File: src/verilog/csp_pkg.sv
// package: constants, image layouts and enums for the counter sync block
// ==========================================================================
// Overview of operation
// - rising reference edge reloads counter with load value
// - once-only or periodic variant chosen by parameter
// - no reload before software gate opened counting
// - sync_enable must be set, else edges ignored
// - once-only: only first edge after enable reloads
// - periodic: first and every later edge reload
// - sync_done_flag sticky until status reset handshake
// - input_level_flag follows reference input level
// - isochrone: flag means edge between sample instants
// - byte groups 0-3, 4-7, 8-11 move as units
// - bytes 0-3: count, or latched count if latch
// - feedback byte 4 error and load bits
// - status bits cleared by request/active handshake
// - error bits kept until acknowledged after cause gone; parameter error bit not kept, follows di_function
// - several load requests at once: reject, flag error
package csp_pkg;

  // ==========================================================================
  // widths and byte offsets of the process images
  localparam int CSP_CW = 32;
  localparam int CSP_OFS_VALUE = 0;
  localparam int CSP_OFS_BYTE4 = 4;
  localparam int CSP_OFS_BYTE5 = 5;
  localparam int CSP_OFS_BYTE6 = 6;
  localparam int CSP_OFS_BYTE7 = 7;
  localparam int CSP_OFS_CURRENT = 8;

  // ==========================================================================
  // control image bit positions
  localparam int CTL_ERR_ACK = 7;
  localparam int CTL_STS_RST = 2;
  localparam int CTL_SYNC_EN = 1;
  localparam int CTL_SOFTWARE_GATE_CTL = 0;
  localparam int CTL_PRELOAD = 1;
  localparam int CTL_DIRECT = 0;

  // ==========================================================================
  // feedback image bit positions
  localparam int FB_SUPPLY = 7;
  localparam int FB_PARAM = 5;
  localparam int FB_RST_ACT = 2;
  localparam int FB_LOAD_ERR = 1;
  localparam int FB_LOAD_BUSY = 0;
  localparam int FB_DOWN = 7;
  localparam int FB_UP = 6;
  localparam int FB_LEVEL = 1;
  localparam int FB_GATE = 0;
  localparam int FB_ZERO = 7;
  localparam int FB_LOW = 6;
  localparam int FB_HIGH = 5;
  localparam int FB_SYNC = 0;

  // ==========================================================================
  // values after parameter-assignment reset and limits
  localparam logic [31:0] CSP_LOAD_RST = 32'h0000_0000;
  localparam logic [31:0] CSP_COUNT_RST = 32'h0000_0000;
  localparam logic [31:0] CSP_LATCH_RST = 32'h0000_0000;
  localparam logic [31:0] CSP_HIGH_LIMIT = 32'h7fff_ffff;
  localparam logic [31:0] CSP_LOW_LIMIT = 32'h8000_0000;
  localparam int CSP_PIN_COUNT = 4;

  // ==========================================================================
  // types
  typedef enum logic [2:0] {
    DI_INPUT = 3'b000,
    DI_HW_GATE = 3'b001,
    DI_LATCH = 3'b010,
    DI_SYNC = 3'b011
  } csp_di_fn_t;

  typedef enum logic [1:0] {
    SYNC_OFF = 2'b00,
    SYNC_ARMED = 2'b01,
    SYNC_SPENT = 2'b10
  } csp_sync_st_t;

  typedef struct packed {
    logic [31:0] operand;
    logic [7:0] gate_sync_ack;
    logic [7:0] load_req;
    logic [15:0] tail;
  } csp_ctrl_t;

  typedef struct packed {
    logic [31:0] count_value;
    logic [7:0] error_load;
    logic [7:0] dir_gate;
    logic [7:0] sticky;
    logic [7:0] rsvd;
    logic [31:0] current_count;
  } csp_fb_t;

endpackage

File: src/verilog/csp_counter_sync.sv
// module: position counter with reference-edge synchronisation and images
`timescale 1ns/10ps
`default_nettype none
module csp_counter_sync import csp_pkg::*; (
  input wire logic clk,
  input wire logic reset_n,
  input wire csp_di_fn_t di_function,
  input wire logic sync_periodic,
  input wire logic iso_mode,
  input wire csp_ctrl_t ctrl_image,
  input wire logic ctrl_valid,
  input wire logic sample_instant,
  input wire logic reference_input,
  input wire logic count_up_pulse,
  input wire logic count_down_pulse,
  input wire logic encoder_supply_fault_in,
  output csp_fb_t fb_image,
  output logic fb_valid
);

  // ==========================================================================
  // pin synchronisers and edge detection
  logic [3:0] pins_raw;
  logic [3:0] pins_s;
  logic [3:0] pins_d_r;
  logic ref_lvl;
  logic ref_rise;
  logic up_ev;
  logic dn_ev;
  logic fault_lvl;

  assign pins_raw = {encoder_supply_fault_in, count_down_pulse,
                     count_up_pulse, reference_input};

  csp_sync2 #(.W(CSP_PIN_COUNT)) u_sync (
    .clk(clk),
    .reset_n(reset_n),
    .pin_in(pins_raw),
    .pin_sync(pins_s)
  );

  // delayed copy of the synchronised pins for edge finding
  always_ff @(posedge clk) begin
    if (!reset_n) begin
      pins_d_r <= '0;
    end else begin
      pins_d_r <= pins_s;
    end
  end

  assign ref_lvl = pins_s[0];
  assign ref_rise = pins_s[0] & ~pins_d_r[0];
  assign up_ev = pins_s[1] & ~pins_d_r[1];
  assign dn_ev = pins_s[2] & ~pins_d_r[2];
  assign fault_lvl = pins_s[3];

  // ==========================================================================
  // control image capture
  csp_ctrl_t ctrl_r;
  csp_ctrl_t ctrl_nxt;
  logic gate_rise;
  logic ack_rise;
  logic pre_rise;
  logic dir_rise;
  logic multi_req;

  // the whole image is taken in one cycle so no group tears
  always_comb begin
    ctrl_nxt = ctrl_r;
    if (ctrl_valid) begin
      ctrl_nxt = ctrl_image;
    end
  end

  always_ff @(posedge clk) begin
    if (!reset_n) begin
      ctrl_r <= '0;
    end else begin
      ctrl_r <= ctrl_nxt;
    end
  end

  // edges of control bits, judged against the previous transfer
  assign gate_rise = ctrl_valid & ctrl_image.gate_sync_ack[CTL_SOFTWARE_GATE_CTL]
                     & ~ctrl_r.gate_sync_ack[CTL_SOFTWARE_GATE_CTL];
  assign ack_rise = ctrl_valid & ctrl_image.gate_sync_ack[CTL_ERR_ACK]
                    & ~ctrl_r.gate_sync_ack[CTL_ERR_ACK];
  assign pre_rise = ctrl_valid & ctrl_image.load_req[CTL_PRELOAD]
                    & ~ctrl_r.load_req[CTL_PRELOAD];
  assign dir_rise = ctrl_valid & ctrl_image.load_req[CTL_DIRECT]
                    & ~ctrl_r.load_req[CTL_DIRECT];
  // both load requests in one transfer is refused outright
  assign multi_req = (pre_rise | dir_rise) & ctrl_image.load_req[CTL_PRELOAD]
                     & ctrl_image.load_req[CTL_DIRECT];

  // ==========================================================================
  // gates
  logic software_gate_ctl_r;
  logic software_gate_ctl_nxt;
  logic hw_gate;
  logic int_gate;

  // only a positive edge opens; a clear bit closes one cycle after its transfer
  always_comb begin
    software_gate_ctl_nxt = software_gate_ctl_r;
    if (gate_rise) begin
      software_gate_ctl_nxt = 1'b1;
    end else if (!ctrl_r.gate_sync_ack[CTL_SOFTWARE_GATE_CTL]) begin
      software_gate_ctl_nxt = 1'b0;
    end
  end

  always_ff @(posedge clk) begin
    if (!reset_n) begin
      software_gate_ctl_r <= 1'b0;
    end else begin
      software_gate_ctl_r <= software_gate_ctl_nxt;
    end
  end

  assign hw_gate = (di_function == DI_HW_GATE) ? ref_lvl : 1'b1;
  assign int_gate = software_gate_ctl_r & hw_gate;

  // ==========================================================================
  // synchronisation state machine
  csp_sync_st_t sync_st_r;
  csp_sync_st_t sync_st_nxt;
  logic sync_en;
  logic sync_hit;

  assign sync_en = ctrl_r.gate_sync_ack[CTL_SYNC_EN];

  // arming waits for the enable so an edge before it never counts
  always_comb begin
    sync_st_nxt = sync_st_r;
    sync_hit = 1'b0;
    case (sync_st_r)
      SYNC_OFF: begin
        if (sync_en && di_function == DI_SYNC) begin
          sync_st_nxt = SYNC_ARMED;
        end
      end
      SYNC_ARMED: begin
        if (!sync_en || di_function != DI_SYNC) begin
          sync_st_nxt = SYNC_OFF;
        end else if (ref_rise && software_gate_ctl_r) begin
          sync_hit = 1'b1;
          if (!sync_periodic) begin
            sync_st_nxt = SYNC_SPENT;
          end else begin
            sync_st_nxt = SYNC_ARMED;
          end
        end
      end
      SYNC_SPENT: begin
        if (!sync_en) begin
          sync_st_nxt = SYNC_OFF;
        end
      end
      default: begin
        sync_st_nxt = SYNC_OFF;
      end
    endcase
  end

  always_ff @(posedge clk) begin
    if (!reset_n) begin
      sync_st_r <= SYNC_OFF;
    end else begin
      sync_st_r <= sync_st_nxt;
    end
  end

  // ==========================================================================
  // counter, load value and latch
  logic [31:0] count_r;
  logic [31:0] count_nxt;
  logic [31:0] load_r;
  logic [31:0] load_nxt;
  logic [31:0] latch_r;
  logic [31:0] latch_nxt;
  logic up_r;
  logic up_nxt;
  logic dn_r;
  logic dn_nxt;
  logic step_up;
  logic step_dn;
  logic ev_high;
  logic ev_low;
  logic ev_zero;

  // simultaneous up and down pulses cancel
  assign step_up = int_gate & up_ev & ~dn_ev;
  assign step_dn = int_gate & dn_ev & ~up_ev;
  // the two's complement wrap is the limit jump
  assign ev_high = step_up & (count_r == CSP_HIGH_LIMIT);
  assign ev_low = step_dn & (count_r == CSP_LOW_LIMIT);
  assign ev_zero = (step_up & (count_r == 32'hffff_ffff))
                   | (step_dn & (count_r == 32'h0000_0000));

  // direct load beats a reload, which beats a count step
  always_comb begin
    count_nxt = count_r;
    load_nxt = load_r;
    latch_nxt = latch_r;
    up_nxt = up_r;
    dn_nxt = dn_r;
    if (pre_rise && !multi_req) begin
      load_nxt = ctrl_image.operand;
    end
    if (dir_rise && !multi_req) begin
      count_nxt = ctrl_image.operand;
    end else if (sync_hit) begin
      count_nxt = load_r;
    end else if (step_up) begin
      count_nxt = count_r + 32'h0000_0001;
      up_nxt = 1'b1;
      dn_nxt = 1'b0;
    end else if (step_dn) begin
      count_nxt = count_r - 32'h0000_0001;
      up_nxt = 1'b0;
      dn_nxt = 1'b1;
    end
    // latch input stays live even with the gate closed
    if (di_function == DI_LATCH && ref_rise) begin
      latch_nxt = count_r;
    end
  end

  always_ff @(posedge clk) begin
    if (!reset_n) begin
      count_r <= CSP_COUNT_RST;
      load_r <= CSP_LOAD_RST;
      latch_r <= CSP_LATCH_RST;
      up_r <= 1'b0;
      dn_r <= 1'b0;
    end else begin
      count_r <= count_nxt;
      load_r <= load_nxt;
      latch_r <= latch_nxt;
      up_r <= up_nxt;
      dn_r <= dn_nxt;
    end
  end

  // ==========================================================================
  // status, error and handshake flags
  logic rst_act_r;
  logic rst_act_nxt;
  logic sync_done_r;
  logic sync_done_nxt;
  logic zero_r;
  logic zero_nxt;
  logic low_r;
  logic low_nxt;
  logic high_r;
  logic high_nxt;
  logic supply_err_r;
  logic supply_err_nxt;
  logic load_err_r;
  logic load_err_nxt;
  logic param_err_r;
  logic param_err_nxt;
  logic busy_r;
  logic busy_nxt;
  logic clr;

  // clearing lasts while the request stands; a same-cycle set wins
  assign clr = rst_act_r;

  always_comb begin
    rst_act_nxt = ctrl_r.gate_sync_ack[CTL_STS_RST];
    sync_done_nxt = sync_hit | (sync_done_r & ~clr);
    zero_nxt = ev_zero | (zero_r & ~clr);
    low_nxt = ev_low | (low_r & ~clr);
    high_nxt = ev_high | (high_r & ~clr);
    // supply and load errors drop only on an acknowledge once the cause is gone
    supply_err_nxt = fault_lvl | (supply_err_r & ~(ack_rise & ~fault_lvl));
    load_err_nxt = multi_req | (load_err_r & ~ack_rise);
    param_err_nxt = di_function > DI_SYNC;
    busy_nxt = (ctrl_r.load_req[CTL_PRELOAD] | ctrl_r.load_req[CTL_DIRECT])
               & ~load_err_r;
  end

  always_ff @(posedge clk) begin
    if (!reset_n) begin
      rst_act_r <= 1'b0;
      sync_done_r <= 1'b0;
      zero_r <= 1'b0;
      low_r <= 1'b0;
      high_r <= 1'b0;
      supply_err_r <= 1'b0;
      load_err_r <= 1'b0;
      param_err_r <= 1'b0;
      busy_r <= 1'b0;
    end else begin
      rst_act_r <= rst_act_nxt;
      sync_done_r <= sync_done_nxt;
      zero_r <= zero_nxt;
      low_r <= low_nxt;
      high_r <= high_nxt;
      supply_err_r <= supply_err_nxt;
      load_err_r <= load_err_nxt;
      param_err_r <= param_err_nxt;
      busy_r <= busy_nxt;
    end
  end

  // ==========================================================================
  // feedback image assembly and snapshot
  logic [7:0] err_bits;
  logic [7:0] dir_bits;
  logic [7:0] sticky_bits;
  csp_fb_t fb_pack;
  csp_fb_t fb_r;
  csp_fb_t fb_nxt;
  logic fb_valid_r;
  logic fb_valid_nxt;
  logic snap;

  // reserved bits tie to zero
  always_comb begin
    err_bits = 8'h00;
    err_bits[FB_SUPPLY] = supply_err_r;
    err_bits[FB_PARAM] = param_err_r;
    err_bits[FB_RST_ACT] = rst_act_r;
    err_bits[FB_LOAD_ERR] = load_err_r;
    err_bits[FB_LOAD_BUSY] = busy_r;
    dir_bits = 8'h00;
    dir_bits[FB_DOWN] = dn_r;
    dir_bits[FB_UP] = up_r;
    dir_bits[FB_LEVEL] = ref_lvl;
    dir_bits[FB_GATE] = int_gate;
    sticky_bits = 8'h00;
    sticky_bits[FB_ZERO] = zero_r;
    sticky_bits[FB_LOW] = low_r;
    sticky_bits[FB_HIGH] = high_r;
    sticky_bits[FB_SYNC] = sync_done_r;
  end

  csp_fb_pack u_pack (
    .count(count_r),
    .latch(latch_r),
    .use_latch(di_function == DI_LATCH),
    .err_bits(err_bits),
    .dir_bits(dir_bits),
    .sticky_bits(sticky_bits),
    .image(fb_pack)
  );

  // isochrone: one snapshot per sample instant, so a set sync flag
  // covers edges since the previous instant; otherwise every cycle
  assign snap = ~iso_mode | sample_instant;

  always_comb begin
    fb_nxt = fb_r;
    fb_valid_nxt = 1'b0;
    if (snap) begin
      fb_nxt = fb_pack;
      fb_valid_nxt = 1'b1;
    end
  end

  always_ff @(posedge clk) begin
    if (!reset_n) begin
      fb_r <= '0;
      fb_valid_r <= 1'b0;
    end else begin
      fb_r <= fb_nxt;
      fb_valid_r <= fb_valid_nxt;
    end
  end

  assign fb_image = fb_r;
  assign fb_valid = fb_valid_r;

endmodule
`default_nettype wire

File: src/verilog/csp_sync2.sv
// module: two-stage synchroniser for pin inputs
`timescale 1ns/10ps
`default_nettype none
module csp_sync2 import csp_pkg::*; #(
  parameter int W = CSP_PIN_COUNT
) (
  input wire logic clk,
  input wire logic reset_n,
  input wire logic [W-1:0] pin_in,
  output logic [W-1:0] pin_sync
);
  logic [W-1:0] meta_r;
  logic [W-1:0] sync_r;

  // first stage is read only by the second
  always_ff @(posedge clk) begin
    if (!reset_n) begin
      meta_r <= '0;
      sync_r <= '0;
    end else begin
      meta_r <= pin_in;
      sync_r <= meta_r;
    end
  end

  assign pin_sync = sync_r;
endmodule
`default_nettype wire

File: src/verilog/csp_fb_pack.sv
// module: packs block state into the feedback image layout
`timescale 1ns/10ps
`default_nettype none
module csp_fb_pack import csp_pkg::*; (
  input wire logic [31:0] count,
  input wire logic [31:0] latch,
  input wire logic use_latch,
  input wire logic [7:0] err_bits,
  input wire logic [7:0] dir_bits,
  input wire logic [7:0] sticky_bits,
  output csp_fb_t image
);
  // byte 7 always zero; bytes 8-11 always the live count
  always_comb begin
    image = '0;
    image.count_value = use_latch ? latch : count;
    image.error_load = err_bits;
    image.dir_gate = dir_bits;
    image.sticky = sticky_bits;
    image.rsvd = 8'h00;
    image.current_count = count;
  end
endmodule
`default_nettype wire

File: config.mk
export PLATFORM = sky130hd
export DESIGN_NAME = csp_counter_sync
export DESIGN_NICKNAME = d
export VERILOG_FILES = /design/src/verilog/csp_pkg.sv /design/src/verilog/csp_counter_sync.sv /design/src/verilog/csp_sync2.sv /design/src/verilog/csp_fb_pack.sv
export SDC_FILE = /design/constraint.sdc
export NUM_CORES = 1
export LEC_CHECK = 0
export BUFFER_PORTS_ARGS = -buffer_cell sky130_fd_sc_hd__buf_2
export CAP_MARGIN = 20
export CORE_AREA = 2 2 156 158
export DETAILED_ROUTE_END_ITERATION = 10
export DIE_AREA = 0 0 158 160
export SLEW_MARGIN = 25
export SYNTH_ARGS = -nofsm -noshare
export SYNTH_HDL_FRONTEND = slang
export SYNTH_SLANG_ARGS = --single-unit
File: constraint.sdc
create_clock -name clk -period 4.48 [get_ports clk]
set_clock_uncertainty 0.15 [all_clocks]
set_input_delay 0.896 -clock clk [delete_from_list [all_inputs] [get_ports clk]]
set_output_delay 0.896 -clock clk [all_outputs]
set_load 0.02 [all_outputs]
==> summary.txt <==
Die
  • Die W: 158 microns
  • Starting Density: 0.4097
  • Die ar.: 25280 sq um
  • Area of the core: 23820 sq um
  • Die Y-Extent: 160 microns
  • Core Rows: 57
  • # IOs: 174

Detailed routing
  • Final ANT Viol Nets: 0
  • Wire per inst: 17.48 microns
  • Drc violations: 0
  • Final wirelength: 28000 microns
  • Drt pass-1 iters: 5
  • Iter 0 DRT Violations: 584
  • Routed via count: 8670
  • Via density: 5.412

Timing
  • Worst-margin pin slew: 0.7152 ns
  • Fin. max-slew vios: 0
  • Final setup vio count: 0
  • Fin crit share: 0.8437
  • Final hold violation count: 0
  • Total Neg Setup Slack: 0 ns
  • RSZ-0062 raised after global routing: no
  • Headroom to the max-slew limit: 0.5214
  • Final Critical Period: 3.780 ns
  • F_max: 0.2646 GHz
  • Setup ws final: 0.7002 ns

Yosys
  • Top cell type's share of synthesized area: 0.4205
  • Top_reg_cell synth: dfxtp_1
  • Sequential cell area fraction in the yosys report: 0.4205
  • Ranking of synthesized cells by area: dfxtp_1 (42%), nand2_1 (8.8%), a21oi_1 (6.2%), ha_1 (4.0%), a22o_1 (3.7%)
  • Yosys synthesis warning count: 0
  • EDFF count, synth: 0
  • Ys async rst share: 0
  • Mapped Area: 9759 sq um
  • Leading area contributor after synthesis: dfxtp_1
  • Syn avg cell area: 8.413 sq um
  • Synth unique cells: 80
  • Mapped Cells: 1160
  • Most instantiated cells after synthesis: nand2_1 (229), dfxtp_1 (205), a21oi_1 (121), nor2_1 (62), o21ai_0 (60)
  • Most numerous cell in the Yosys netlist: nand2_1
  • Register bit total from synthesis: 205

Global route
  • First-pass GRT wire length: 44260 microns
  • Grt met1 use: 0.3121
  • Initial antenna violation count: 0
  • Largest net degree at the start of global routing: 64
  • Top Usage Layer GRT: met2
  • Total Routing Usage GR: 0.2174
  • Grt met2 use: 0.3439
  • GRT overflow: 0
  • Vias in the first global route: 8070
  • Grt met3 use: 0.02958

Place
  • Placement Setup Slack: 0.2385 ns
  • Placed Area: 10660 sq um
  • GP Congestion: 0.9075
  • Port buffer count: 128
  • Post-DP HPWL: 19360 microns

CTS
  • CTS tree: yes
  • CTS root buf: clkbuf_16
  • Htree depth: 1
  • Worst-path clk slew: 0.06 ns
  • TritonCTS Sinks: 205
  • Clock Latency Late Sink: 0.51 ns
  • Post-CTS Setup Repair Bufs: 0
  • TritonCTS Buffers: 23
  • Maximum clock path buffer count: 3
  • Hold-fix buffers, CTS: 0
  • PostCTS Resize Cnt: 0

Final layout
  • Fraction of layout cells with a size suffix above 1: 0.1753
  • Synth-to-Final Area Change: 17.05%
  • Diode count: 0
  • Reg area: 4104 sq um
  • Fill count: 2410
  • Final layout net count: 1373
  • Multi-input gate area: 5253 sq um
  • Final Instance Area: 11420 sq um

Power
  • Peak supply drop: 0.2179 mV
  • PwrDens: 421.6 nW/um^2
  • Pleak: 4.723 nW

Setup path
  • Critical Path Slowest Stage Cell: o31ai_1
  • Cell breakdown of the critical path: buf_2 -> o41ai_4 -> nor2_1 -> inv_1 -> buf_4 -> ha_1 -> a21o_1 -> a31oi_2 -> a211oi_2 -> o31ai_1 -> and2_1 -> xnor2_1 -> a221oi_1 -> o21ai_0
  • CP arrival: 4.01 ns
  • Startpoint Class: input pin
  • Worst Path Required: 4.71 ns
  • Crit-path max cell delay: 0.46 ns
  • Worst Setup Path Type: in -> reg
  • Crit. End Element: flip-flop
  • Crit path max fanout: 10

Job
  • Max-Cap Viols: 0

Status
  • Status: finished, final reports clean

Worst hold path
  • Worst hold path type: reg -> reg
critical path: cells and delay by family:
family | cells | cell delay (ns)
adder cells (fa/ha/maj) | 1 | 0.30
AO/OA/AOI/OAI | 7 | 1.90
XOR/XNOR | 1 | 0.07
buffers and inverters | 3 | 0.42
AND/OR/NAND/NOR | 2 | 0.42
metal layers:
metal	part of all wire	wire length, microns
met1	0.47	13200
met2	0.45	12650
met3	0.056	1574
met4	0.020	573
met5	0	0
placed cells by master, fill, tap and decap left out, types with 11 or more instances in the layout:
cell type | Yosys | final
nor3_1 | 14 | 13
inv_1 | 12 | 12
conb_1 | 1 | 19
a21oi_1 | 121 | 121
o21ai_0 | 60 | 60
nor4_1 | 12 | 12
a211oi_1 | 11 | 11
nand2_1 | 229 | 229
a22o_1 | 41 | 41
buf_2 | 9 | 128
clkbuf_16 | 0 | 23
and2_1 | 16 | 16
dfxtp_1 | 205 | 205
nand4_1 | 15 | 15
nor2_1 | 62 | 61
mux2i_1 | 35 | 35
nand3_1 | 12 | 12
a21o_1 | 21 | 21
ha_1 | 31 | 31
buf_4 | 21 | 24
state kept, by name, indices dropped and copies added, names as in the netlist, 2 cells and up:
signal,cells
u_sync.pin_sync,4
pins_d_r,3
u_sync.meta_r,4
load_r,32
sync_st_r,2
ctrl_r,6
count_r,32
fb_image,77
latch_r,32
layout make-up:
class	count	share of cell area
multi-input combinational	866	0.4598
sequential	205	0.3593
timing repair buffer	153	0.07360
clock buffer	30	0.05531
tap	324	0.03549
clock inverter	9	0.01161
inverter	15	0.004929
through the flow:
step,power (W),hold WS [ns],std cells,util
finish,0.004817,0.2797,1602,0.4796
floorplan,0.002679,0.2619,1178,-
global placement,0.002917,0.2693,1563,0.4475
global route,0.005035,0.3021,1602,0.4796
detailed placement,0.002923,0.2703,1563,0.4475
CTS,0.004855,0.2842,1602,0.4796
power by group:
| part | switching (W) | leakage (nW) | internal [W] |
|---|---|---|---|
| combinational | 0.000535 | 2.69 | 0.000386 |
| sequential | 0.0000833 | 1.66 | 0.00189 |
| clock | 0.000758 | 0.369 | 0.00116 |
| total | 0.00138 | 4.72 | 0.00344 |
path summary, 6_finish.rpt:
check        slack [ns]  cells after the start                       endpoint                     startpoint
min                0.28                      1  u_sync.pin_sync[0]$_SDFF_PN0_    u_sync.meta_r[0]$_SDFF_PN0_
max reg2reg        0.75                     13       count_r[20]$_SDFFE_PN0P_  u_sync.pin_sync[0]$_SDFF_PN0_
min reg2reg        0.28                      1  u_sync.pin_sync[0]$_SDFF_PN0_    u_sync.meta_r[0]$_SDFF_PN0_
max                0.70                     14       count_r[20]$_SDFFE_PN0P_                 di_function[1]
cell families (layout without fill, tap and decap cells):
| kind of cell | after synthesis | after routing | synth area share |
|---|---|---|---|
| buffers and inverters | 107 | 207 | 0.05154 |
| adder cells (fa/ha/maj) | 32 | 32 | 0.04179 |
| AO/OA/AOI/OAI | 355 | 355 | 0.2453 |
| XOR/XNOR | 20 | 20 | 0.01795 |
| other | 1 | 19 | 0.0003842 |
| multiplexers | 37 | 37 | 0.03821 |
| AND/OR/NAND/NOR | 403 | 403 | 0.1844 |
| flip-flops | 205 | 205 | 0.4205 |
Note: power is estimated with default switching activity, not from simulation.
